<file path="src/ocp_map.vh">
// Register offsets, field positions, reset values and mode codes of the compare channel bank
`ifndef OCP_MAP_VH
`define OCP_MAP_VH

// Channel count and address layout
`define OCP_NUM_CH          8
`define OCP_ADR_W           8
`define OCP_CH_STRIDE_LOG2  4
`define OCP_CTL_OFS         4'h0
`define OCP_MAIN_OFS        4'h4
`define OCP_SEC_OFS         4'h8
`define OCP_FLAG_ADR        8'h80

// Control register fields
`define OCP_MODE_LSB        0
`define OCP_MODE_MSB        2
`define OCP_TSEL_BIT        3
`define OCP_FAULT_BIT       4
`define OCP_SIDL_BIT        13

// Reset values
`define OCP_CTL_RST         16'h0000
`define OCP_CMP_RST         16'h0000
`define OCP_FAULT_SYNC_RST  8'hFF

// Compare mode codes
`define OCP_MODE_OFF        3'h0
`define OCP_MODE_LOW        3'h1
`define OCP_MODE_HIGH       3'h2
`define OCP_MODE_TOGGLE     3'h3
`define OCP_MODE_ONE_PULSE  3'h4
`define OCP_MODE_CONT_PULSE 3'h5
`define OCP_MODE_PWM        3'h6
`define OCP_MODE_PWM_FAULT  3'h7

`endif

</file>
<file path="src/ocp_sync.v">
// Two-stage synchroniser for the eight fault input pins
`timescale 1ns/1ps
`include "ocp_map.vh"

module ocp_sync (
  // Clock and reset
  input  wire       clk_i,
  input  wire       rst_i,
  // Asynchronous levels and synchronised copy
  input  wire [7:0] async_i,
  output reg  [7:0] sync_o
);

  reg [7:0] meta_r;

  always @(posedge clk_i) begin
    if (rst_i) begin
      meta_r <= `OCP_FAULT_SYNC_RST;
      sync_o <= `OCP_FAULT_SYNC_RST;
    end else begin
      meta_r <= async_i;
      sync_o <= meta_r;
    end
  end

endmodule // ocp_sync

</file>
<file path="src/ocp_top.v">
// Eight-channel output compare and PWM bank with a classic Wishbone register slave
`timescale 1ns/1ps
`include "ocp_map.vh"

// Summary of operation
// - Channel time base: first or second timer
// - Timer select sits at control bit 3
// - Modes 001/010/011: low, high, toggle on match
// - Main compare equals timer count triggers action
// - Timer wrap before match leaves pin unchanged
// - Modes 100/101: main starts, secondary ends pulse
// - New single pulse only after rewriting 100
// - PWM modes: main is latch, secondary buffer
// - Mode 111: low fault tri-states pin
// - Fault flag readable at control bit 4
// - Fault clears on removal plus mode rewrite
// - PWM period follows timer period plus one
// - Period rollover: set pin, latch duty, event
// - Duty zero keeps pin low whole period
// - Duty above period keeps pin high
// - Sleep freezes channel, pin holds its level
// - Idle runs only if both stop bits clear
// - Eight channels, each with own control
// - Non-PWM compare sets sticky flag until cleared
// - PWM never sets the compare flag
module ocp_top (
  // Clock and reset
  input  wire        clk_i,
  input  wire        rst_i,
  // Wishbone slave
  input  wire        wb_cyc_i,
  input  wire        wb_stb_i,
  input  wire        wb_we_i,
  input  wire [7:0]  wb_adr_i,
  input  wire [3:0]  wb_sel_i,
  input  wire [31:0] wb_dat_i,
  output reg  [31:0] wb_dat_o,
  output reg         wb_ack_o,
  // First timer
  input  wire [15:0] tmr_a_count_i,
  input  wire [15:0] tmr_a_period_i,
  input  wire        tmr_a_tick_i,
  input  wire        tmr_a_run_i,
  input  wire        tmr_a_idle_stop_i,
  // Second timer
  input  wire [15:0] tmr_b_count_i,
  input  wire [15:0] tmr_b_period_i,
  input  wire        tmr_b_tick_i,
  input  wire        tmr_b_run_i,
  input  wire        tmr_b_idle_stop_i,
  // CPU power state
  input  wire        cpu_sleep_i,
  input  wire        cpu_idle_i,
  // Fault pins, active low
  input  wire [7:0]  fault_input_pin_n_i,
  // Compare output pins
  output reg  [7:0]  compare_output_pin_o,
  output reg  [7:0]  compare_output_pin_oe_o,
  // Status towards interrupt controller and timers
  output reg  [7:0]  compare_irq_flag_o,
  output reg  [1:0]  timer_period_evt_o
);

  // Channel state
  reg  [2:0]  mode_r    [0:7];
  reg         tsel_r    [0:7];
  reg         sidl_r    [0:7];
  reg  [15:0] main_r    [0:7];
  reg  [15:0] sec_r     [0:7];
  reg  [7:0]  fault_r;
  reg  [7:0]  done_r;

  // Next values
  reg  [2:0]  mode_nxt  [0:7];
  reg         tsel_nxt  [0:7];
  reg         sidl_nxt  [0:7];
  reg  [15:0] main_nxt  [0:7];
  reg  [15:0] sec_nxt   [0:7];
  reg  [7:0]  fault_nxt;
  reg  [7:0]  done_nxt;
  reg  [7:0]  pin_nxt;
  reg  [7:0]  oe_nxt;
  reg  [7:0]  flag_nxt;
  reg  [1:0]  tevt_nxt;
  reg  [31:0] rd_nxt;

  // Per-channel working values
  reg  [15:0] c_cnt;
  reg  [15:0] c_per;
  reg         c_tick;
  reg         c_run;
  reg         c_ev;
  reg         c_hit_main;
  reg         c_hit_sec;
  reg         c_wr_ctl;
  reg         c_wr_main;
  reg         c_wr_sec;
  reg  [2:0]  c_mode_after;

  // Bus decode
  wire        bus_req    = wb_cyc_i & wb_stb_i & ~wb_ack_o;
  wire        bus_wr     = bus_req & wb_we_i;
  wire        in_ch_area = ~wb_adr_i[7];
  wire [2:0]  bus_ch     = wb_adr_i[6:4];
  wire [3:0]  bus_ofs    = wb_adr_i[3:0];
  wire        flag_wr    = bus_wr & (wb_adr_i == `OCP_FLAG_ADR) & wb_sel_i[0];

  wire [7:0]  fault_sync;

  integer i;

  // Fault pins come from outside the clock domain
  ocp_sync u_fault_sync (
    .clk_i   (clk_i),
    .rst_i   (rst_i),
    .async_i (fault_input_pin_n_i),
    .sync_o  (fault_sync)
  );

  // Byte-lane merge of a 16-bit register
  function [15:0] lane_merge;
    input [15:0] old_v;
    input [15:0] new_v;
    input [1:0]  sel;
    begin
      lane_merge[7:0]  = sel[0] ? new_v[7:0]  : old_v[7:0];
      lane_merge[15:8] = sel[1] ? new_v[15:8] : old_v[15:8];
    end
  endfunction

  // Choose between the two timers
  function [15:0] pick16;
    input        sel;
    input [15:0] a_v;
    input [15:0] b_v;
    begin
      pick16 = sel ? b_v : a_v;
    end
  endfunction

  function is_pwm;
    input [2:0] mode;
    begin
      is_pwm = (mode == `OCP_MODE_PWM) | (mode == `OCP_MODE_PWM_FAULT);
    end
  endfunction

  function [15:0] ctl_word;
    input [2:0] mode;
    input       tsel;
    input       fault;
    input       sidl;
    begin
      ctl_word = `OCP_CTL_RST;
      ctl_word[`OCP_MODE_MSB:`OCP_MODE_LSB] = mode;
      ctl_word[`OCP_TSEL_BIT]  = tsel;
      ctl_word[`OCP_FAULT_BIT] = fault;
      ctl_word[`OCP_SIDL_BIT]  = sidl;
    end
  endfunction

  // Channel behaviour and register writes
  always @* begin
    fault_nxt    = fault_r;
    done_nxt     = done_r;
    pin_nxt      = compare_output_pin_o;
    oe_nxt       = compare_output_pin_oe_o;
    flag_nxt     = compare_irq_flag_o;
    tevt_nxt     = 2'b00;
    c_cnt        = 16'h0000;
    c_per        = 16'h0000;
    c_tick       = 1'b0;
    c_run        = 1'b0;
    c_ev         = 1'b0;
    c_hit_main   = 1'b0;
    c_hit_sec    = 1'b0;
    c_wr_ctl     = 1'b0;
    c_wr_main    = 1'b0;
    c_wr_sec     = 1'b0;
    c_mode_after = `OCP_MODE_OFF;
    for (i = 0; i < `OCP_NUM_CH; i = i + 1) begin
      mode_nxt[i] = mode_r[i];
      tsel_nxt[i] = tsel_r[i];
      sidl_nxt[i] = sidl_r[i];
      main_nxt[i] = main_r[i];
      sec_nxt[i]  = sec_r[i];

      // Time base of this channel
      c_cnt  = pick16(tsel_r[i], tmr_a_count_i, tmr_b_count_i);
      c_per  = pick16(tsel_r[i], tmr_a_period_i, tmr_b_period_i);
      c_tick = tsel_r[i] ? tmr_b_tick_i : tmr_a_tick_i;
      // Sleep stops all timer events of the channel; idle needs all stop bits clear
      c_run  = ~cpu_sleep_i & (~cpu_idle_i | (~sidl_r[i] & (tsel_r[i] ? (tmr_b_run_i & ~tmr_b_idle_stop_i)
                                                                  : (tmr_a_run_i & ~tmr_a_idle_stop_i))));
      c_ev       = c_run & c_tick;
      c_hit_main = c_ev & (c_cnt == main_r[i]);
      c_hit_sec  = c_ev & (c_cnt == sec_r[i]);

      // Software clear first, so a same-cycle compare set wins
      if (flag_wr & wb_dat_i[i]) begin
        flag_nxt[i] = 1'b0;
      end

      case (mode_r[i])
        `OCP_MODE_OFF: begin
          pin_nxt[i] = 1'b0;
        end
        `OCP_MODE_LOW: begin
          if (c_hit_main) begin
            pin_nxt[i]  = 1'b0;
            flag_nxt[i] = 1'b1;
          end
        end
        `OCP_MODE_HIGH: begin
          if (c_hit_main) begin
            pin_nxt[i]  = 1'b1;
            flag_nxt[i] = 1'b1;
          end
        end
        `OCP_MODE_TOGGLE: begin
          if (c_hit_main) begin
            pin_nxt[i]  = ~compare_output_pin_o[i];
            flag_nxt[i] = 1'b1;
          end
        end
        `OCP_MODE_ONE_PULSE, `OCP_MODE_CONT_PULSE: begin
          if (~done_r[i]) begin
            if (c_hit_main) begin
              pin_nxt[i] = 1'b1;
            end
            if (c_hit_sec) begin
              pin_nxt[i]  = 1'b0;
              flag_nxt[i] = 1'b1;
              if (mode_r[i] == `OCP_MODE_ONE_PULSE) begin
                done_nxt[i] = 1'b1;
              end
            end
          end
        end
        `OCP_MODE_PWM, `OCP_MODE_PWM_FAULT: begin
          // Compare flag untouched in PWM
          if (c_ev & (c_cnt == c_per)) begin
            main_nxt[i] = sec_r[i];
            pin_nxt[i]  = (sec_r[i] != 16'h0000);
            tevt_nxt[tsel_r[i]] = 1'b1;
          end else if (c_ev & (({1'b0, c_cnt} + 17'h0_0001) == {1'b0, main_r[i]})) begin
            pin_nxt[i] = 1'b0;
          end
        end
        default: begin
          pin_nxt[i] = 1'b0;
        end
      endcase

      // Software access to this channel
      c_wr_ctl  = bus_wr & in_ch_area & (bus_ch == i[2:0]) & (bus_ofs == `OCP_CTL_OFS);
      c_wr_main = bus_wr & in_ch_area & (bus_ch == i[2:0]) & (bus_ofs == `OCP_MAIN_OFS);
      c_wr_sec  = bus_wr & in_ch_area & (bus_ch == i[2:0]) & (bus_ofs == `OCP_SEC_OFS);
      if (c_wr_ctl & wb_sel_i[0]) begin
        mode_nxt[i] = wb_dat_i[`OCP_MODE_MSB:`OCP_MODE_LSB];
        tsel_nxt[i] = wb_dat_i[`OCP_TSEL_BIT];
        pin_nxt[i]  = 1'b0;
        done_nxt[i] = 1'b0;
      end
      if (c_wr_ctl & wb_sel_i[1]) begin
        sidl_nxt[i] = wb_dat_i[`OCP_SIDL_BIT];
      end
      // Main register is a read-only latch in PWM
      if (c_wr_main & ~is_pwm(mode_r[i])) begin
        main_nxt[i] = lane_merge(main_r[i], wb_dat_i[15:0], wb_sel_i[1:0]);
      end
      if (c_wr_sec) begin
        sec_nxt[i] = lane_merge(sec_r[i], wb_dat_i[15:0], wb_sel_i[1:0]);
      end

      // Fault latch: set wins, cleared by removal plus mode rewrite
      c_mode_after = mode_nxt[i];
      fault_nxt[i] = ((c_mode_after == `OCP_MODE_PWM_FAULT) & ~fault_sync[i]) |
                     (fault_r[i] & ~(c_wr_ctl & wb_sel_i[0] & is_pwm(c_mode_after) & fault_sync[i]));
      oe_nxt[i] = (c_mode_after != `OCP_MODE_OFF) & ~fault_nxt[i];
    end
  end

  // Read data
  always @* begin
    rd_nxt = 32'h0000_0000;
    if (in_ch_area) begin
      case (bus_ofs)
        `OCP_CTL_OFS:  rd_nxt[15:0] = ctl_word(mode_r[bus_ch], tsel_r[bus_ch], fault_r[bus_ch],
                                               sidl_r[bus_ch]);
        `OCP_MAIN_OFS: rd_nxt[15:0] = main_r[bus_ch];
        `OCP_SEC_OFS:  rd_nxt[15:0] = sec_r[bus_ch];
        default:       rd_nxt = 32'h0000_0000;
      endcase
    end else if (wb_adr_i == `OCP_FLAG_ADR) begin
      rd_nxt[7:0] = compare_irq_flag_o;
    end
  end

  // State registers
  always @(posedge clk_i) begin
    if (rst_i) begin
      for (i = 0; i < `OCP_NUM_CH; i = i + 1) begin
        mode_r[i] <= `OCP_MODE_OFF;
        tsel_r[i] <= 1'b0;
        sidl_r[i] <= 1'b0;
        main_r[i] <= `OCP_CMP_RST;
        sec_r[i]  <= `OCP_CMP_RST;
      end
      fault_r                 <= 8'h00;
      done_r                  <= 8'h00;
      compare_output_pin_o    <= 8'h00;
      compare_output_pin_oe_o <= 8'h00;
      compare_irq_flag_o      <= 8'h00;
      timer_period_evt_o      <= 2'b00;
      wb_ack_o                <= 1'b0;
      wb_dat_o                <= 32'h0000_0000;
    end else begin
      for (i = 0; i < `OCP_NUM_CH; i = i + 1) begin
        mode_r[i] <= mode_nxt[i];
        tsel_r[i] <= tsel_nxt[i];
        sidl_r[i] <= sidl_nxt[i];
        main_r[i] <= main_nxt[i];
        sec_r[i]  <= sec_nxt[i];
      end
      fault_r                 <= fault_nxt;
      done_r                  <= done_nxt;
      compare_output_pin_o    <= pin_nxt;
      compare_output_pin_oe_o <= oe_nxt;
      compare_irq_flag_o      <= flag_nxt;
      timer_period_evt_o      <= tevt_nxt;
      wb_ack_o                <= bus_req;
      wb_dat_o                <= bus_req ? rd_nxt : 32'h0000_0000;
    end
  end

endmodule // ocp_top

</file>
<file path="config.mk">
export PLATFORM = sky130hd
export DESIGN_NAME = ocp_top
export DESIGN_NICKNAME = d
export VERILOG_FILES = /design/src/ocp_sync.v /design/src/ocp_top.v
export VERILOG_INCLUDE_DIRS = /design/src
export SDC_FILE = /design/constraint.sdc
export NUM_CORES = 2
export LEC_CHECK = 0
export BUFFER_PORTS_ARGS = -buffer_cell sky130_fd_sc_hd__buf_2
export CAP_MARGIN = 5
export CORE_MARGIN = 10
export CORE_UTILIZATION = 45
export CTS_CLUSTER_SIZE = 20
export DETAILED_ROUTE_END_ITERATION = 8
export GPL_TIMING_DRIVEN = 0
export SLEW_MARGIN = 20
export SYNTH_ARGS = -nofsm -noshare
export SYNTH_HDL_FRONTEND = slang
export SYNTH_SLANG_ARGS = --single-unit
</file>
<file path="constraint.sdc">
create_clock -name clk_i -period 3.54 [get_ports clk_i]
set_clock_uncertainty 0.15 [all_clocks]
set_input_delay 0.177 -clock clk_i [delete_from_list [all_inputs] [get_ports clk_i]]
set_output_delay 0.177 -clock clk_i [all_outputs]
set_load 0.02 [all_outputs]
</file>
# After elaboration in Yosys (flattened, before gate mapping)
# Memory sizes are Yosys's and may differ from the RTL's.
# Index checks and enable logic that the tools add are counted.
# Widths: inputs -> output; s select.
dict set report totals {
  reg_bits 91
  ram_bits 296
  in_bits 129
  out_inout_bits 59
  wordCells 907
  mem_count 5
}
dict set report op_classes {
  addsub 8
  order_cmp 17
  eq_ne 146
  n_mux 328
  bitwise_logic 302
  reduce_logical 76
}
# name words width rd rd_clocked_by_memory_dff wr line
set mem_list {}
lappend mem_list {main_r 8 16 9 0 8 ocp_top.v:68} ;# reg [15:0] main_r [0:7];
lappend mem_list {sec_r 8 16 9 0 8 ocp_top.v:69} ;# reg [15:0] sec_r [0:7];
lappend mem_list {mode_r 8 3 9 0 8 ocp_top.v:65} ;# reg [2:0] mode_r [0:7];
lappend mem_list {sidl_r 8 1 9 0 8 ocp_top.v:67} ;# reg sidl_r [0:7];
lappend mem_list {tsel_r 8 1 9 0 8 ocp_top.v:66} ;# reg tsel_r [0:7];
# operator n
set op_table {}
lappend op_table {{$mux 16} 64}
lappend op_table {{$eq 16x16->1} 24}
lappend op_table {{$mux 8} 34}
lappend op_table {{$mux 1} 172}
lappend op_table {{$and 1x1->1} 168}
lappend op_table {{$eq 3x3->1 const B} 52}
lappend op_table {{$add 16x1->17 const B} 8}
lappend op_table {{$eq 17x16->1} 8}
lappend op_table {{$reduce_bool 16->1} 8}
lappend op_table {{$or 1x1->1} 72}
lappend op_table {{$not 1->1} 55}
lappend op_table {{$eq 3x2->1 const B} 18}
lappend op_table {{$reduce_or 2->1} 25}
lappend op_table {{$mux 3} 16}
lappend op_table {{$ne 2x2->1 const B} 24}
lappend op_table {{$pmux 1 s6} 8}
lappend op_table {{$pmux 16 s3} 1}
lappend op_table {{$mux 2} 16}
lappend op_table {{$reduce_and 4->1} 8}
lappend op_table {{$eq 3x1->1 const B} 9}
lappend op_table {{$logic_not 3->1} 9}
lappend op_table {{$reduce_or 3->1} 9}
lappend op_table {{$ne 3x3->1 const B} 8}
lappend op_table {{$reduce_bool 3->1} 8}
lappend op_table {{other kinds (12)} 53}

# Depth between registers and ports, before layout
dict set report logic_depth {
  ltp_word 31
  depth_mapped 15
  ltp_nobuf 12
}

# Hierarchy
# A second synthesis with hierarchy kept.
dict set report unflattened {
  cells_unflattened 3272
  hier_area_um2 28003.1
}
# mod instances cells_per_inst area_per_inst_um2 seq_area_each_um2
set modules_own_cells {}
lappend modules_own_cells {ocp_top 1 3239 27571.4 7106.8}
lappend modules_own_cells {ocp_sync 1 33 431.7 320.3}

# Least setup slack after synthesis
# No wires, ideal clock.
dict set report synth_path {
  kind {reg2reg}
  startpoint {memory tsel_r[4]}
  endpoint {register compare_output_pin_o[4]}
  setup_ns 0.123
  arrival_ns 3.078
  t_required_ns 3.267
  path_slack_ns 0.188
  stages_incl_launch_ff 15
  path_buffers 3
  synth_period_minus_slack_ns 3.352
  path_cell_list {dfxtp_1 -> buf_4 -> buf_4 -> buf_2 -> mux2i_1 -> inv_1 -> ha_1 -> inv_1 -> a211oi_4 -> xnor2_1 -> or3_1 -> or4_1 -> o41ai_2 -> o211ai_1 -> mux2i_1}
}
# element line
set synth_rtl {}
lappend synth_rtl {{from (decl)} ocp_top.v:66}
lappend synth_rtl {{to (signal assigned)} ocp_top.v:328} ;# compare_output_pin_o <= pin_nxt;
lappend synth_rtl {{to (decl)} ocp_top.v:57} ;# output reg [7:0] compare_output_pin_o,

==> out/results.ini <==
[run_status]
status = complete, but fails checks
violations = setup timing

[synth]
synth_compound_area_share_pct = 13.5
synthCells = 3270
synth_area_leaders = dfxtp_1 (27%), mux2i_1 (14%), xnor2_1 (7.7%)
syn_area_per_cell_um2 = 8.49
yosys.area.top_type = dfxtp_1
synth_top_area_share_pct = 26.7
synthMuxAreaShare_pct = 22.8
async_flop_share_pct = 0
yosysWarnings = 0
synth_edf_count = 0
synth.ff_latch_count = 371
synthSimpleGateAreaFrac_pct = 20.4
synth_xor_area_share_pct = 11.3
synth_ff_type = dfxtp_1
synth_top_family_by_area = multiplexers
synthAdderAreaFrac_pct = 0.360
syn_area_um2 = 27800
yosysSeqAreaShare_pct = 26.7
ys_types = 88

[timing]
setup_violations = 24
rsz0062_at_grt = yes
max_freq_mhz = 258
fin_ws_ns = -0.329
holdWs_ns = 0.0444
slew_viol_final = 0
timing_hold_violations_final = 0
fin_crit_ns = 3.87
tightest_slew_ns = 1.30
slew_headroom_pct = 13.0
period_share_pct = 109

[global_route]
use_met3_pct = 20.8
use_met1_pct = 55.5
grt_pass1_wl_mm = 219
use_met2_pct = 58.8
antenna_found_initial = 5
grt_pass1_vias = 27600
grt_max_degree = 17
busiest_layer = met2
track_usage_pct = 43.3
grt_overflow = 0

[power_and_ir_drop]
leakage_nw = 10.7
ir_drop_mv = 0.338
powerDensity_nw_per_um2 = 316
total_power_mw = 10.4

[worst_setup_path]
cp_slowest_stage_delay_ns = 0.81
cp_top_family = simple AND/OR/NAND/NOR gates
start_kind = flop
cp_cell_sequence = buf_4 > clkinv_1 > or3_1 > a21oi_1 > xor2_1 > or3_1 > or4_4 > o41ai_4 > o211ai_1 > mux2i_1
critical_path_buf_inv_count = 2
cpMaxStageDelayCell = o41ai_4
worst-path-max-fanout = 10
path_common_cell = or3_1
critPathKind = reg2reg
cp.arrival_ns = 4.20
worst_setup_path_end_kind = flop
worstPathRequired_ns = 3.87

[floorplanning]
die_area_um2 = 72000
die_w_um = 268
design.portCount = 188
core_um2 = 61400
rows = 91
fp.dieH_um = 268
start_util_pct = 45.2

[cells_and_area]
num_antenna_cells = 0
final_cell_area_um2 = 32800
syn2layout_area_growth_pct = 18.1
drive_gt1_share_pct = 19.1
final_nets = 3674
num-fill-cells = 5920

[detailed_routing]
wl_per_cell_um = 37.2
vias_per_cell = 6.91
first_pass_iters = 6
drc = 0
routed_wirelength_mm = 162
ant_nets = 0
via_count = 30100
drt_iter0_markers = 4702

[placed_design]
gp_congestion = 1.10
io_buffers = 126
dp_worst_setup_slack_ns = -1.66
hpwl_mm = 127
dpl_cell_area_um2 = 29600

[clocking]
clk_latency_ns = 0.60
cts_buffers = 42
clock_sinks = 371
clkTransAtPathRegs_ns = 0.07
cts_max_level = 2
cts_tree = done
clockBufferDepth = 3
root_buffer = clkbuf_16

[flow_run]
cap_violations = 0

[worst_hold_path]
worstHoldPathType = in2reg

==> layer usage <==
| layer | vias to the layer above | routed length (um) | part of all wire [%] |
|---|---|---|---|
| li1 | 12500 | - | - |
| met4 | 8 | 10800 | 6.7 |
| met3 | 570 | 27000 | 17 |
| met5 | - | 140 | 0.086 |
| met2 | 2522 | 62500 | 39 |
| met1 | 14500 | 61800 | 38 |
==> final timing paths <==
path	startpoint	end	slack, ns	cells past startpoint
max reg2reg	tsel_r[4]	compare_output_pin_o[4]	-0.33	10
min	wb_adr_i[7]	wb_dat_o[2]	0.04	5
min reg2reg	u_fault_sync.meta_r[3]	u_fault_sync.sync_o[3]	0.26	1
max	tsel_r[4]	compare_output_pin_o[4]	-0.33	10
==> stage by stage <==
step	instances	setup TNS, ns	util [%]
2_1_floorplan	3285	0	-
3_3_place_gp	4201	-162.74	48.0
3_5_place_dp	4211	-91.54	48.2
4_1_cts	4326	-0.202	52.1
5_1_grt	4359	-0.716	53.5
6_report	4359	-1.02	53.5
==> flip-flops by register name, summed over array words and instances, names as in the netlist <==
register / cells
compare_irq_flag_o: 8
compare_output_pin_o: 8
compare_output_pin_oe_o: 8
done_r: 8
fault_r: 8
main_r: 128
mode_r: 24
sec_r: 128
sidl_r: 8
timer_period_evt_o: 2
tsel_r: 8
u_fault_sync.meta_r: 8
u_fault_sync.sync_o: 8
wb_ack_o: 1
wb_dat_o: 16
==> synthesized netlist by cell type, types with 65 or more instances <==
cell type,n
nor3_1,68
nor2_1,381
a211oi_1,130
mux4_2,77
nand2_1,226
o21ai_0,92
a21oi_1,131
mux2i_1,394
xnor2_1,244
clkbuf_1,150
nor4_1,94
nand3_1,93
nand4_1,65
xor2_1,113
dfxtp_1,371
==> cells by family after synthesis <==
group,Yosys count
buffers and inverters,308
adder cells (fa/ha/maj),8
XOR/XNOR,357
AO/OA/AOI/OAI,562
multiplexers,521
other,1
AND/OR/NAND/NOR,1142
flip-flops,371
==> repair_timing <==
| item | 4_1_cts | 5_1_grt |
|---|---|---|
| endpoints found under the hold margin | 51 | 0 |
| resized for setup | 143 | 143 |
| hold buffers | 21 | 0 |
| pin swaps | 14 | 29 |
| setup endpoints to repair | 145 | 95 |
| buffers inserted | 21 | 32 |
| cloned | 0 | 2 |
==> worst register-to-register path: stages, from the launching register on <==
cell	delay, ns
dfxtp_2	0.34
buf_4	0.10
clkinv_1	0.30
or3_1	0.50
a21oi_1	0.23
xor2_1	0.09
or3_1	0.38
or4_4	0.45
o41ai_4	0.81
o211ai_1	0.24
mux2i_1	0.17
==> layout by cell type (no fill, tap or decap), types with 14 or more instances in the layout <==
master         netlist  layout
or4_1               20      18
mux4_2              77      77
dlygate4sd3_1        0      21
nand4_1             65      65
xnor2_1            244     243
and3_1              17      15
mux2i_1            394     335
or2_2               16      16
nor4_1              94      83
nand2b_1            31      30
inv_1               50      46
mux2i_2             12      37
xor2_1             113     109
clkbuf_1           150     140
nand3_1             93      92
nor2b_1             18      16
nand2_1            226     221
buf_2               64     178
dfxtp_1            371     366
a211oi_1           130     126
clkbuf_2             0      22
nand3b_1            22      22
o22ai_1             18      17
a22oi_1             17      17
mux2_2              31      31
a31oi_1             21      21
buf_4               22      82
o21ai_0             92      91
mux2i_4              6      40
conb_1               1      16
nor3_1              68      63
nand4b_1            14      14
nor2_1             381     378
clkbuf_16            0      43
a21oi_1            131     126
a221oi_1            27      26
==> layout make-up <==
class / count / area [um2] / area share (%)
Clock inverter: 10 / 149 / 0.454
Multi-Input combinational cell: 2607 / 20100 / 61.4
Sequential cell: 371 / 7440 / 22.7
Inverter: 54 / 208 / 0.633
Tap cell: 790 / 988 / 3.01
Buffer: 250 / 1310 / 4.00
Clock buffer: 66 / 1210 / 3.69
Timing Repair Buffer: 211 / 1360 / 4.13
==> power by group <==
group	switching (mW)	internal [mW]	total, mW
combinational	1.21	0.496	1.70
sequential	0.00524	4.18	4.19
clock	1.97	2.52	4.49
total	3.19	7.20	10.4
No activity file was read; power rests on OpenSTA's default activity.
